<file path="src/verilog/mdc_consts.svh">
// Constants for the multiplier/divider coprocessor
// Assumes inclusion by bare name from the design files
`ifndef MDC_CONSTS_SVH
`define MDC_CONSTS_SVH

// ****************************************
// Mode register layout
// ****************************************
`define MDC_MODE_W        7
`define MDC_OUT_MSB       6
`define MDC_OUT_LSB       4
`define MDC_OP_MSB        3
`define MDC_OP_LSB        0
`define MDC_MODE_RST      7'h00

// ****************************************
// Operation and output encodings
// ****************************************
`define MDC_OP_CLEAR      4'h0
`define MDC_OP_LOAD16     4'h1
`define MDC_OP_LOAD32     4'h2
`define MDC_OP_READ       4'h3
`define MDC_OP_UMUL       4'h4
`define MDC_OP_SMUL       4'h5
`define MDC_OP_SMAC       4'h7
`define MDC_OP_UDIV       4'h8
`define MDC_OP_SDIV       4'h9
`define MDC_OUT_LOW       3'h0
`define MDC_OUT_HIGH      3'h1

// ****************************************
// Widths, reset values and timing
// ****************************************
`define MDC_RES_RST       32'h0000_0000
`define MDC_DIV_STEPS     5'h10
`define MDC_STEP_RST      5'h00
`define MDC_STEP_ONE      5'h01
`define MDC_HALF_ZERO     16'h0000

`endif

</file>
<file path="src/verilog/mdc_pkg.sv">
// Types for the multiplier/divider coprocessor
// Assumes mdc_consts.svh is compiled alongside
package mdc_pkg;

    // Top control states, Gray coded along idle-divide-fixup-done
    typedef enum logic [1:0] {
        MDC_IDLE  = 2'h0,
        MDC_DIV   = 2'h1,
        MDC_FIX   = 2'h3,
        MDC_DONE  = 2'h2
    } mdc_state_t;

endpackage : mdc_pkg

</file>
<file path="src/verilog/mdc_div_if.sv">
// Interface between the coprocessor control and its divider
// Assumes one clock shared by both ends
`timescale 1ns/100ps
`default_nettype none

interface mdc_div_if;
    logic        start;
    logic [15:0] dividend;
    logic [15:0] divisor;
    logic        busy;
    logic        done;
    logic [15:0] quot;
    logic [15:0] rem;

    modport ctl (output start, dividend, divisor,
                 input busy, done, quot, rem);
    modport div (input start, dividend, divisor,
                 output busy, done, quot, rem);
endinterface : mdc_div_if

`default_nettype wire

</file>
<file path="src/verilog/mdc_divider.sv">
// Unsigned restoring divider, one quotient bit per clock
// Assumes operands held by the caller only at start
`timescale 1ns/100ps
`default_nettype none
`include "mdc_consts.svh"

module mdc_divider (
    input  wire logic mclk,
    input  wire logic rst_n,
    mdc_div_if.div    dv
);

    logic [15:0] quo_ff,  nxt_quo;
    logic [15:0] rem_ff,  nxt_rem;
    logic [15:0] dsr_ff,  nxt_dsr;
    logic [4:0]  step_ff, nxt_step;
    logic        done_ff, nxt_done;
    logic [16:0] trial;

    // ****************************************
    // Shift-subtract step
    // ****************************************
    always_comb begin
        nxt_quo  = quo_ff;
        nxt_rem  = rem_ff;
        nxt_dsr  = dsr_ff;
        nxt_step = step_ff;
        nxt_done = 1'b0;
        trial    = {rem_ff, quo_ff[15]} - {1'b0, dsr_ff};
        if (dv.start && step_ff == `MDC_STEP_RST) begin
            nxt_quo  = dv.dividend;
            nxt_rem  = `MDC_HALF_ZERO;
            nxt_dsr  = dv.divisor;
            nxt_step = `MDC_DIV_STEPS;
        end else if (step_ff != `MDC_STEP_RST) begin
            nxt_step = step_ff - `MDC_STEP_ONE;
            if (trial[16]) begin // Remainder too small, keep it
                nxt_rem = {rem_ff[14:0], quo_ff[15]};
                nxt_quo = {quo_ff[14:0], 1'b0};
            end else begin
                nxt_rem = trial[15:0];
                nxt_quo = {quo_ff[14:0], 1'b1};
            end
            nxt_done = (step_ff == `MDC_STEP_ONE);
        end
    end

    // Registers
    always_ff @(posedge mclk) begin
        if (!rst_n) begin
            quo_ff  <= `MDC_HALF_ZERO;
            rem_ff  <= `MDC_HALF_ZERO;
            dsr_ff  <= `MDC_HALF_ZERO;
            step_ff <= `MDC_STEP_RST;
            done_ff <= 1'b0;
        end else begin
            quo_ff  <= nxt_quo;
            rem_ff  <= nxt_rem;
            dsr_ff  <= nxt_dsr;
            step_ff <= nxt_step;
            done_ff <= nxt_done;
        end
    end

    assign dv.busy = (step_ff != `MDC_STEP_RST);
    assign dv.done = done_ff;
    assign dv.quot = quo_ff;
    assign dv.rem  = rem_ff;

endmodule : mdc_divider

`default_nettype wire

</file>
<file path="src/verilog/mdc_top.sv">
// Multiplier/divider/MAC coprocessor beside a 16-bit CPU core
// Assumes operands valid in the request cycle and the core waiting while busy is high
`timescale 1ns/100ps
`default_nettype none
`include "mdc_consts.svh"

module mdc_top (
    input  wire logic        mclk,
    input  wire logic        rst_n,
    input  wire logic        mode_wr,
    input  wire logic [15:0] mode_data,
    input  wire logic        op_req,
    input  wire logic [15:0] op_a,
    input  wire logic [15:0] op_b,
    input  wire logic        preload_req,
    input  wire logic [15:0] preload_hi,
    input  wire logic [15:0] preload_lo,
    output logic      [15:0] result_out,
    output logic             result_valid,
    output logic             busy,
    output logic             flag_c,
    output logic             flag_v,
    output logic             flag_z,
    output logic             flag_n
);

    // ****************************************
    // Link to the divider
    // ****************************************
    mdc_div_if dvi ();

    // ****************************************
    // State registers and their next values
    // ****************************************
    logic [6:0]          mode_ff;
    logic [6:0]          nxt_mode;
    logic [31:0]         res_ff;
    logic [31:0]         nxt_res;
    mdc_pkg::mdc_state_t st_ff;
    mdc_pkg::mdc_state_t nxt_st;
    logic                neg_q_ff;
    logic                nxt_neg_q;
    logic                neg_r_ff;
    logic                nxt_neg_r;
    logic [15:0]         out_ff;
    logic [15:0]         nxt_out;
    logic                val_ff;
    logic                nxt_val;
    logic                busy_ff;
    logic                nxt_busy;
    logic [3:0]          flg_ff;
    logic [3:0]          nxt_flg;

    // ****************************************
    // Combinational datapath signals
    // ****************************************
    logic                start_c;    // Divider launch strobe
    logic [15:0]         dvd_c;      // Dividend magnitude
    logic [15:0]         dvs_c;      // Divisor magnitude
    logic [3:0]          op_c;       // Operation field of the mode
    logic [2:0]          om_c;       // Output field of the mode
    logic [6:0]          mode_in_c;  // Mode field of a write
    logic [31:0]         prod_u;     // Unsigned product
    logic [31:0]         prod_s;     // Signed product
    logic [31:0]         sum_s;      // Accumulated sum
    logic [15:0]         q_c;        // Quotient with sign applied
    logic [15:0]         r_c;        // Residue with sign applied

    // ****************************************
    // Helper functions
    // ****************************************
    // Pick the half requested by the output mode
    function automatic logic [15:0] pick_half(input logic [2:0]  om,
                                              input logic [31:0] v);
        pick_half = (om == `MDC_OUT_HIGH) ? v[31:16] : v[15:0];
    endfunction : pick_half

    // Magnitude of a 16-bit value, signed or plain
    function automatic logic [15:0] mag16(input logic sgn,
                                          input logic [15:0] v);
        mag16 = (sgn && v[15]) ? 16'(-v) : v;
    endfunction : mag16

    // Signed division selected by the operation field
    function automatic logic is_sdiv(input logic [3:0] op);
        is_sdiv = (op == `MDC_OP_SDIV);
    endfunction : is_sdiv

    // ****************************************
    // Arithmetic datapath
    // ****************************************
    // Mode fields and the field of an incoming write
    always_comb begin
        op_c      = mode_ff[`MDC_OP_MSB:`MDC_OP_LSB];
        om_c      = mode_ff[`MDC_OUT_MSB:`MDC_OUT_LSB];
        mode_in_c = mode_data[`MDC_OUT_MSB:`MDC_OP_LSB];
    end

    // Both products every cycle; the operation picks one
    always_comb begin
        prod_u = op_a * op_b;
        prod_s = 32'($signed(op_a) * $signed(op_b));
        sum_s  = prod_s + res_ff;
    end

    // Divider sees magnitudes; signs go back on afterwards
    always_comb begin
        dvd_c = mag16(is_sdiv(op_c), op_a);
        dvs_c = mag16(is_sdiv(op_c), op_b);
        q_c   = neg_q_ff ? 16'(-dvi.quot) : dvi.quot;
        r_c   = neg_r_ff ? 16'(-dvi.rem) : dvi.rem;
    end

    // ****************************************
    // Control, mode and result registers
    // ****************************************
    always_comb begin
        nxt_mode  = mode_ff;
        nxt_res   = res_ff;
        nxt_st    = st_ff;
        nxt_neg_q = neg_q_ff;
        nxt_neg_r = neg_r_ff;
        nxt_out   = out_ff;
        nxt_val   = 1'b0;
        nxt_busy  = busy_ff;
        nxt_flg   = flg_ff;
        start_c   = 1'b0;
        case (st_ff)
            mdc_pkg::MDC_IDLE: begin
                // Mode write beats preload, preload beats operate
                if (mode_wr) begin
                    nxt_mode = mode_in_c;
                    // Operation field 0 clears the result at once
                    if (mode_in_c[`MDC_OP_MSB:`MDC_OP_LSB] == `MDC_OP_CLEAR)
                        nxt_res = `MDC_RES_RST;
                end else if (preload_req) begin
                    // Preload only acts in the two load modes
                    if (op_c == `MDC_OP_LOAD16)
                        nxt_res = {`MDC_HALF_ZERO, preload_lo};
                    else if (op_c == `MDC_OP_LOAD32)
                        nxt_res = {preload_hi, preload_lo};
                end else if (op_req) begin
                    // Each direct answer clears the flags first
                    nxt_val = 1'b1;
                    nxt_flg = 4'h0;
                    case (op_c)
                        // Plain product, kept for readback
                        `MDC_OP_UMUL: begin
                            nxt_res = prod_u;
                            nxt_out = pick_half(om_c, prod_u);
                        end
                        // Two's complement product
                        `MDC_OP_SMUL: begin
                            nxt_res = prod_s;
                            nxt_out = pick_half(om_c, prod_s);
                        end
                        // Accumulate onto the stored result
                        `MDC_OP_SMAC: begin
                            nxt_res = sum_s;
                            nxt_out = pick_half(om_c, sum_s);
                            // Overflow when like signs give an unlike sum
                            nxt_flg[1] = (prod_s[31] == res_ff[31]) &&
                                         (sum_s[31] != res_ff[31]);
                        end
                        // Divide launch; flags stay until the answer
                        `MDC_OP_UDIV, `MDC_OP_SDIV: begin
                            nxt_val   = 1'b0;
                            nxt_flg   = flg_ff;
                            start_c   = 1'b1;
                            nxt_busy  = 1'b1;
                            nxt_neg_q = is_sdiv(op_c) &&
                                        (op_a[15] ^ op_b[15]);
                            nxt_neg_r = is_sdiv(op_c) && op_a[15];
                            nxt_st    = mdc_pkg::MDC_DIV;
                        end
                        // Read mode and reserved codes return a stored half
                        default: begin
                            nxt_out = pick_half(om_c, res_ff);
                        end
                    endcase
                end
            end
            // Requests are ignored until the divider finishes
            mdc_pkg::MDC_DIV: begin
                if (dvi.done && !dvi.busy)
                    nxt_st = mdc_pkg::MDC_FIX;
            end
            // Signs go back on; quotient low, residue high
            mdc_pkg::MDC_FIX: begin
                nxt_res = {r_c, q_c};
                nxt_st  = mdc_pkg::MDC_DONE;
            end
            // Present the chosen half and release busy
            mdc_pkg::MDC_DONE: begin
                nxt_out  = pick_half(om_c, res_ff);
                nxt_val  = 1'b1;
                nxt_busy = 1'b0;
                nxt_flg  = 4'h0;
                nxt_st   = mdc_pkg::MDC_IDLE;
            end
            // Unused state code falls back to idle
            default: begin
                nxt_st   = mdc_pkg::MDC_IDLE;
                nxt_busy = 1'b0;
            end
        endcase
    end

    // ****************************************
    // Control state registers
    // ****************************************
    always_ff @(posedge mclk) begin
        if (!rst_n) begin
            st_ff    <= mdc_pkg::MDC_IDLE;
            neg_q_ff <= 1'b0;
            neg_r_ff <= 1'b0;
            busy_ff  <= 1'b0;
        end else begin
            st_ff    <= nxt_st;
            neg_q_ff <= nxt_neg_q;
            neg_r_ff <= nxt_neg_r;
            busy_ff  <= nxt_busy;
        end
    end

    // ****************************************
    // Mode register
    // ****************************************
    always_ff @(posedge mclk) begin
        if (!rst_n) begin
            mode_ff <= `MDC_MODE_RST;
        end else begin
            mode_ff <= nxt_mode;
        end
    end

    // ****************************************
    // Result register
    // ****************************************
    always_ff @(posedge mclk) begin
        if (!rst_n) begin
            res_ff <= `MDC_RES_RST;
        end else begin
            res_ff <= nxt_res;
        end
    end

    // ****************************************
    // Answer registers
    // ****************************************
    always_ff @(posedge mclk) begin
        if (!rst_n) begin
            out_ff <= `MDC_HALF_ZERO;
            val_ff <= 1'b0;
            flg_ff <= 4'h0;
        end else begin
            out_ff <= nxt_out;
            val_ff <= nxt_val;
            flg_ff <= nxt_flg;
        end
    end

    // ****************************************
    // Divider hookup
    // ****************************************
    // Operands only matter in the launch cycle
    assign dvi.start    = start_c;
    assign dvi.dividend = dvd_c;
    assign dvi.divisor  = dvs_c;

    mdc_divider u_div (
        .mclk  (mclk),
        .rst_n (rst_n),
        .dv    (dvi.div)
    );

    // ****************************************
    // Outputs
    // ****************************************
    // Outputs straight from flops; flags order C,V,Z,N in flg_ff[0..3]
    assign result_out   = out_ff;
    assign result_valid = val_ff;
    assign busy         = busy_ff;
    assign flag_c       = flg_ff[0];
    assign flag_v       = flg_ff[1];
    assign flag_z       = flg_ff[2];
    assign flag_n       = flg_ff[3];

endmodule : mdc_top

`default_nettype wire

</file>
<file path="config.mk">
export PLATFORM = sky130hd
export DESIGN_NAME = mdc_top
export DESIGN_NICKNAME = d
export VERILOG_FILES = /design/src/verilog/mdc_pkg.sv /design/src/verilog/mdc_div_if.sv /design/src/verilog/mdc_divider.sv /design/src/verilog/mdc_top.sv
export VERILOG_INCLUDE_DIRS = /design/src /design/src/verilog
export SDC_FILE = /design/constraint.sdc
export NUM_CORES = 2
export LEC_CHECK = 0
export BUFFER_PORTS_ARGS = -buffer_cell sky130_fd_sc_hd__buf_2
export CORE_AREA = 2 2 292 294
export CTS_BUF_LIST = sky130_fd_sc_hd__clkbuf_16
export CTS_CLUSTER_DIAMETER = 120
export DETAILED_ROUTE_END_ITERATION = 10
export DIE_AREA = 0 0 294 296
export PLACE_DENSITY = 0.56
export RECOVER_POWER = 25
export SYNTH_ARGS = -nofsm -noshare
export SYNTH_HDL_FRONTEND = slang
export SYNTH_HIERARCHICAL = 1
export SYNTH_SLANG_ARGS = --single-unit
</file>
<file path="constraint.sdc">
create_clock -name mclk -period 9.7 [get_ports mclk]
set_input_delay 0.97 -clock mclk [delete_from_list [all_inputs] [get_ports mclk]]
set_output_delay 0.97 -clock mclk [all_outputs]
set_load 0.02 [all_outputs]
</file>
# Word-level counts from Yosys, hierarchy flattened
# Index checks and enable logic that the tools add are counted.
op_classes:
  n_eq_ne: 24
  add_sub_neg: 7
  n_reduce_logical: 23
  n_mul: 2
  bitwise: 5
  muxes: 55
ops:
  columns: ["op", "n"]
  rows:
  - ["two-way mux 16 bit", 14]
  - ["two-way mux 32 bit", 6]
  - ["one-hot mux 32 bit (3 select lines)", 1]
  - ["multiplier 16 x 16 -> 32 bit", 2]
  - ["negator 16 bit", 4]
  - ["one-hot mux 16 bit (4 select lines)", 1]
  - ["one-hot mux 32 bit (2 select lines)", 1]
  - ["adder 32 bit", 1]
  - ["one-hot mux 16 bit (2 select lines)", 1]
  - ["AND reduction 5 bit", 5]
  - ["subtractor 17 x 16 -> 17 bit", 1]
  - ["two-way mux 1 bit", 15]
  - ["equality test 4 x 3 -> 1 bit, second input constant", 3]
  - ["two-way mux 2 bit", 6]
  - ["two-way mux 4 bit", 3]
  - ["two-way mux 5 bit", 2]
  - ["!= test 2 bit, second input constant", 5]
  - ["equality test 4 bit, second input constant", 2]
  - ["one-hot mux 2 bit (4 select lines)", 1]
  - ["one-hot mux 4 bit (2 select lines)", 1]
  - ["logical AND 1 bit", 6]
  - ["!= test 6 x 3 -> 1 bit, second input constant", 1]
  - ["one-hot mux 1 bit (2 select lines)", 3]
  - ["nonzero test 2 bit", 3]
  - ["23 further kinds", 28]
totals:
  regBits: 119
  out_inout_bits: 22
  input_bits: 85
  word_cells: 131

# Depth between registers and ports, before layout
depth:
  ltp_word: 9
  mapped_depth: 35
  ltp_nobuf: 32

# Hierarchy
# The synthesis kept the hierarchy.
modules_own_cells:
  columns: ["module", "area_per_inst_um2", "n_inst", "cells_per_inst"]
  rows:
  - ["mdc_top", 21638.3, 1, 2635]
  - ["mdc_divider", 3293.2, 1, 402]

# Worst setup path before layout
# Ideal clock, no wire load.
synth_timing:
  path_type: "input port to flip-flop"
  start: "in op_a[12]"
  end: "reg res_ff[31]"
  setup_ns: 0.075
  n_path_buf: 3
  setup_slack_ns: 0.787
  path_stages: 33
  t_arrival_ns: 8.838
  required_time_ns: 9.625
  cell_sequence: "clkbuf_1 buf_1 nand2_1 fa_1 fa_1 fa_1 fa_1 inv_1 fa_1 inv_1 fa_1 inv_1 ha_1 a21o_1 a21o_1 a211oi_2 o41ai_4 a31oi_2 o21bai_1 a21oi_1 xnor2_1 ha_1 clkbuf_1 a21oi_1 o21ai_0 or3_1 o21a_1 a311o_1 a21oi_1 xor2_1 xnor2_1 o221ai_1 o22ai_1"
synth_via:
  elab_chain_len: 7
  elab_cells_between_ends: 8
  cone_classes: "add/sub: 1; mul: 2; mux: 5"
synth_rtl:
  columns: ["element", "line", "rtl"]
  rows:
  - ["from (decl)", "mdc_top.sv:13", "input wire logic [15:0] op_a,"]
  - ["multiplier 16 x 16 -> 32 bit", "mdc_top.sv:102", "prod_s = 32'($signed(op_a) * $signed(op_b));"]
  - ["adder 32 bit", "mdc_top.sv:103", "sum_s = prod_s + res_ff;"]
  - ["one-hot mux 32 bit (3 select lines) *", "mdc_top.sv:146", "case (op_c)"]
  - ["two-way mux 32 bit *", "mdc_top.sv:142", "end else if (op_req) begin"]
  - ["two-way mux 32 bit *", "mdc_top.sv:136", "end else if (preload_req) begin"]
  - ["two-way mux 32 bit *", "mdc_top.sv:131", "if (mode_wr) begin"]
  - ["one-hot mux 32 bit (2 select lines) *", "mdc_top.sv:128", "case (st_ff)"]
  - ["to (signal assigned)", "mdc_top.sv:242", "res_ff <= `MDC_RES_RST;"]
  - ["to (signal assigned)", "mdc_top.sv:244", "res_ff <= nxt_res;"]
  - ["to (decl)", "mdc_top.sv:37", "logic [31:0] res_ff;"]
# Every way passes the cells marked *; elsewhere a longest branch is shown, timed or not. The select of a mux whose other input is x is not followed.
# A chain may end at the register's enable or synchronous reset.

# Worst setup path after layout
layout_timing:
  start: "in op_b[2]"
  end: "reg res_ff[31]"
layout_via:
  elab_chain_len: 7
  elab_cells_between_ends: 8
  cone_classes: "add/sub: 1; mul: 2; mux: 5"
layout_rtl:
  columns: ["element", "line", "rtl"]
  rows:
  - ["from (decl)", "mdc_top.sv:14", "input wire logic [15:0] op_b,"]
  - ["multiplier 16 x 16 -> 32 bit", "mdc_top.sv:102", null]
  - ["adder 32 bit", "mdc_top.sv:103", null]
  - ["one-hot mux 32 bit (3 select lines) *", "mdc_top.sv:146", null]
  - ["two-way mux 32 bit *", "mdc_top.sv:142", null]
  - ["two-way mux 32 bit *", "mdc_top.sv:136", null]
  - ["two-way mux 32 bit *", "mdc_top.sv:131", null]
  - ["one-hot mux 32 bit (2 select lines) *", "mdc_top.sv:128", null]
# Marked as above.

==> flow_metrics.py <==
metrics = {
    "min_path": {
        "cells_on_worst_hold_path": 2,
        "min-delay-path-class": "flip-flop to flip-flop",
        "holdPathEnd": "u_div/dsr_ff[4]",
        "min-delay-start": "u_div/dsr_ff[4]",
    },
    "setup_path": {
        "critical_path.max_stage_delay_ps": 560,
        "cp_slowest_cell": "sky130_fd_sc_hd__xnor2_1",
        "critical_path.reg2reg.endpoint": "result_out[12]",
        "regToRegSetupSlack_ps": 5770,
        "highest_fanout_seen_on_the_critical_path": 16,
        "cp.required_ps": 10050,
        "path_common_cell": "sky130_fd_sc_hd__fa_1",
        "reg2reg_from": "res_ff[0]",
        "critPathLaunchType": "input port",
        "timing.critical_path.arrival_ps": 9510,
        "worstPathBufferInverterCount": 5,
        "reg2reg_depth": 15,
        "cp-end-kind": "flip-flop",
        "crit_type": "input port to flip-flop",
        "critical-path-top-delay-family": "adder cells",
    },
    "cells_and_area": {
        "filler_cell_count": 8890,
        "layout-drive-gt1-share_pct": 7.43,
        "area_growth_syn_to_layout_pct": 9.74,
        "finalNetCount": 3746,
        "final_core_util_pct": 32.5,
        "final_cell_area_sq_um": 27400,
    },
    "cts": {
        "cts_max_level": 4,
        "cts_tree": "yes",
        "post_cts_resized": 0,
        "postCtsSetupRepairBufs": 0,
        "cts_root_buf": "sky130_fd_sc_hd__clkbuf_16",
        "cts.sink_count": 116,
        "path_clk_slew_ps": 60,
        "tritoncts.num_buffers": 17,
        "ctsLongestPathBuffers": 2,
        "clkLatencyLatePin_ps": 440,
        "cts-hold-fix-buffers": 0,
    },
    "route": {
        "vias_per_cell": 5.19,
        "route.layer.met1.wl_microns": 39600,
        "dr_wl_met3_microns": 5480,
        "detail_route.wl_per_cell_microns": 20.4,
        "dr_total_vias": 21800,
        "postRouteWirelength_microns": 85300,
        "drt_pass1_iterations": 6,
        "antenna_left": 0,
        "met2_wirelength_microns": 37700,
        "highest-signal-layer": "met5",
        "initialDrtViolationCount": 1909,
        "route.detailed.drc": 0,
    },
    "outcome": {
        "run_status": "finished with violations",
        "failed_checks": "capacitance limit, slew limit",
    },
    "synthesis": {
        "yosysWarningCount": 6,
        "syn-mean-instance-area_sq_um": 8.21,
        "dominant_cell_type_by_area_after_synthesis": "sky130_fd_sc_hd__fa_1",
        "sequential_to_total_area_share_from_yosys_stat_pct": 9.31,
        "yosysTopAreaCellShare_pct": 29.5,
        "synthesized_instance_count": 3037,
        "synth_common_cells": "sky130_fd_sc_hd__inv_1 (529), sky130_fd_sc_hd__fa_1 (368), sky130_fd_sc_hd__nand2_1 (349)",
        "synthDistinctLibCells": 97,
        "async_reset_ff_share_pct": 0,
        "syn-cell-area_sq_um": 24900,
        "post-synth-top-count-cell": "sky130_fd_sc_hd__inv_1",
        "ys.flop_type": "sky130_fd_sc_hd__dfxtp_1",
        "synth_area_leaders": "sky130_fd_sc_hd__fa_1 (30%), sky130_fd_sc_hd__ha_1 (10%), sky130_fd_sc_hd__dfxtp_1 (9.3%), sky130_fd_sc_hd__inv_1 (8.0%), sky130_fd_sc_hd__nand2_1 (5.3%)",
        "postSynthRegisterBits": 116,
        "synth-edff-count": 0,
    },
    "timing": {
        "drv_slew": 102,
        "hold_violations": 0,
        "finalSetupTns_ps": 0,
        "slew-limit-headroom_pct": -109,
        "clock.fmax_ghz": 0.109,
        "slew_at_the_pin_closest_to_its_max_slew_limit_ps": 3130,
        "timing.final.crit_period_ps": 9160,
        "clock_skew_ps": 13.7,
        "setup_viol_count_final": 0,
        "post_route_fraction_of_the_period_consumed_by_the_critical_path_pct": 94.4,
        "layout_setup_ws_ps": 542,
        "setup_repair_after_global_routing_missed_its_margin": "no",
    },
    "global_routing": {
        "grt_max_degree": 63,
        "grt_antenna_before_repair": 2,
        "grt_pass1_vias": 21800,
        "grt-ovfl-total": 0,
        "track_usage_pct": 19.8,
        "grt_pass1_wl_microns": 132000,
    },
    "place": {
        "place.port_buffers": 94,
        "gp_routability_congestion": 0.974,
        "hpwlAfterDp_microns": 70500,
        "pre_cts_slack_ps": 287,
        "postPlaceCellArea_sq_um": 26800,
    },
    "floorplan": {
        "placementRows": 107,
        "floorplan.initialDensity_pct": 29.6,
        "die_h_microns": 296,
        "dieArea_sq_um": 87000,
        "design.core.area_sq_um": 84200,
        "design.portCount": 107,
        "dieWidth_microns": 294,
    },
    "flow_run": {
        "max_cap_viol_count": 2,
    },
}
==> sequential cells by signal, summed over array words and instances, names as in the netlist <==
register,count
flg_ff,1
neg_q_ff,1
u_div/dv.rem,16
mode_ff,7
u_div/dv.done,1
res_ff,32
result_out,16
u_div/dsr_ff,16
u_div/step_ff,5
neg_r_ff,1
u_div/dv.quot,16
result_valid,1
busy,1
st_ff,2
==> worst reg2reg max path: stages, from the launching register on <==
cell,delay [ps]
sky130_fd_sc_hd__dfxtp_1,370
sky130_fd_sc_hd__ha_1,360
sky130_fd_sc_hd__inv_1,110
sky130_fd_sc_hd__fa_1,440
sky130_fd_sc_hd__nor2b_1,140
sky130_fd_sc_hd__o21ai_1,90
sky130_fd_sc_hd__a21oi_1,260
sky130_fd_sc_hd__o211ai_2,230
sky130_fd_sc_hd__nor4_2,350
sky130_fd_sc_hd__nor2_2,140
sky130_fd_sc_hd__o31ai_4,430
sky130_fd_sc_hd__buf_4,190
sky130_fd_sc_hd__a211oi_1,70
sky130_fd_sc_hd__or3_1,360
sky130_fd_sc_hd__a21o_1,170
sky130_fd_sc_hd__a31oi_1,140
==> how the worst max path moves through the flow <==
stage,from,slack [ps],cells after the start,to
CTS,op_b[2],690,28,res_ff[31]
global route,op_b[2],210,28,res_ff[31]
global placement,op_b[2],290,28,res_ff[31]
finish,op_b[2],540,28,res_ff[31]
floorplan,op_a[12],790,33,res_ff[31]
detailed placement,op_b[2],290,28,res_ff[31]
==> cells by family (layout without fill, tap and decap cells) <==
logic type                 count (synthesis)  in the layout  share of synthesized area [%]
other                                      1              5                         0.0150
AOI/OAI and AO/OA                        632            632                           17.3
DFF                                      116            116                           9.31
xor gates and xnor gates                 152            152                           5.42
buffers and inverters                    682            740                           10.5
and+or+nand+nor                          843            843                           16.0
adders and majority gates                576            576                           40.0
muxes                                     35             35                           1.46
==> per-layer routing <==
| metal | GRT usage, % | up-vias |
|---|---|---|
| met5 | 0 | - |
| met4 | 5.62 | 4 |
| met3 | 2.12 | 131 |
| met2 | 31.4 | 757 |
| met1 | 28.4 | 10800 |
| li1 | - | 10000 |
==> placed cells by master, fill, tap and decap left out, drive strengths merged, types with 24 or more instances in the layout <==
cell type / instances
and2: 130
ha: 208
mux2i: 33
nor3: 33
a211oi: 42
o21ai: 122
nand3: 36
o21a: 24
xnor2: 95
xor2: 57
clkbuf: 41
inv: 532
nand2b: 26
nor2: 160
dfxtp: 116
fa: 368
a21oi: 161
o211ai: 26
nand2: 349
a31oi: 29
a21o: 40
buf: 154
==> metrics by stage <==
stage	hold WS, ps	cells
2_1_floorplan	433	3039
3_3_place_gp	447	4156
3_5_place_dp	448	4156
4_1_cts	456	4187
5_1_grt	479	4187
6_report	456	4189
==> cell type report <==
cell class | count | area (sq um) | area share, %
diodes | 2 | 5.00 | 0.0183
clock buffers | 17 | 425 | 1.55
clock inverters | 14 | 179 | 0.654
inverters | 531 | 1990 | 7.28
multi-input cells | 2241 | 20000 | 73.1
flip-flops and latches | 116 | 2320 | 8.49
well taps | 1090 | 1360 | 4.98
repair buffers | 178 | 1060 | 3.89
Power is not shown: default switching activity piles up to over one toggle a cycle in this logic, so the estimate is an artifact.
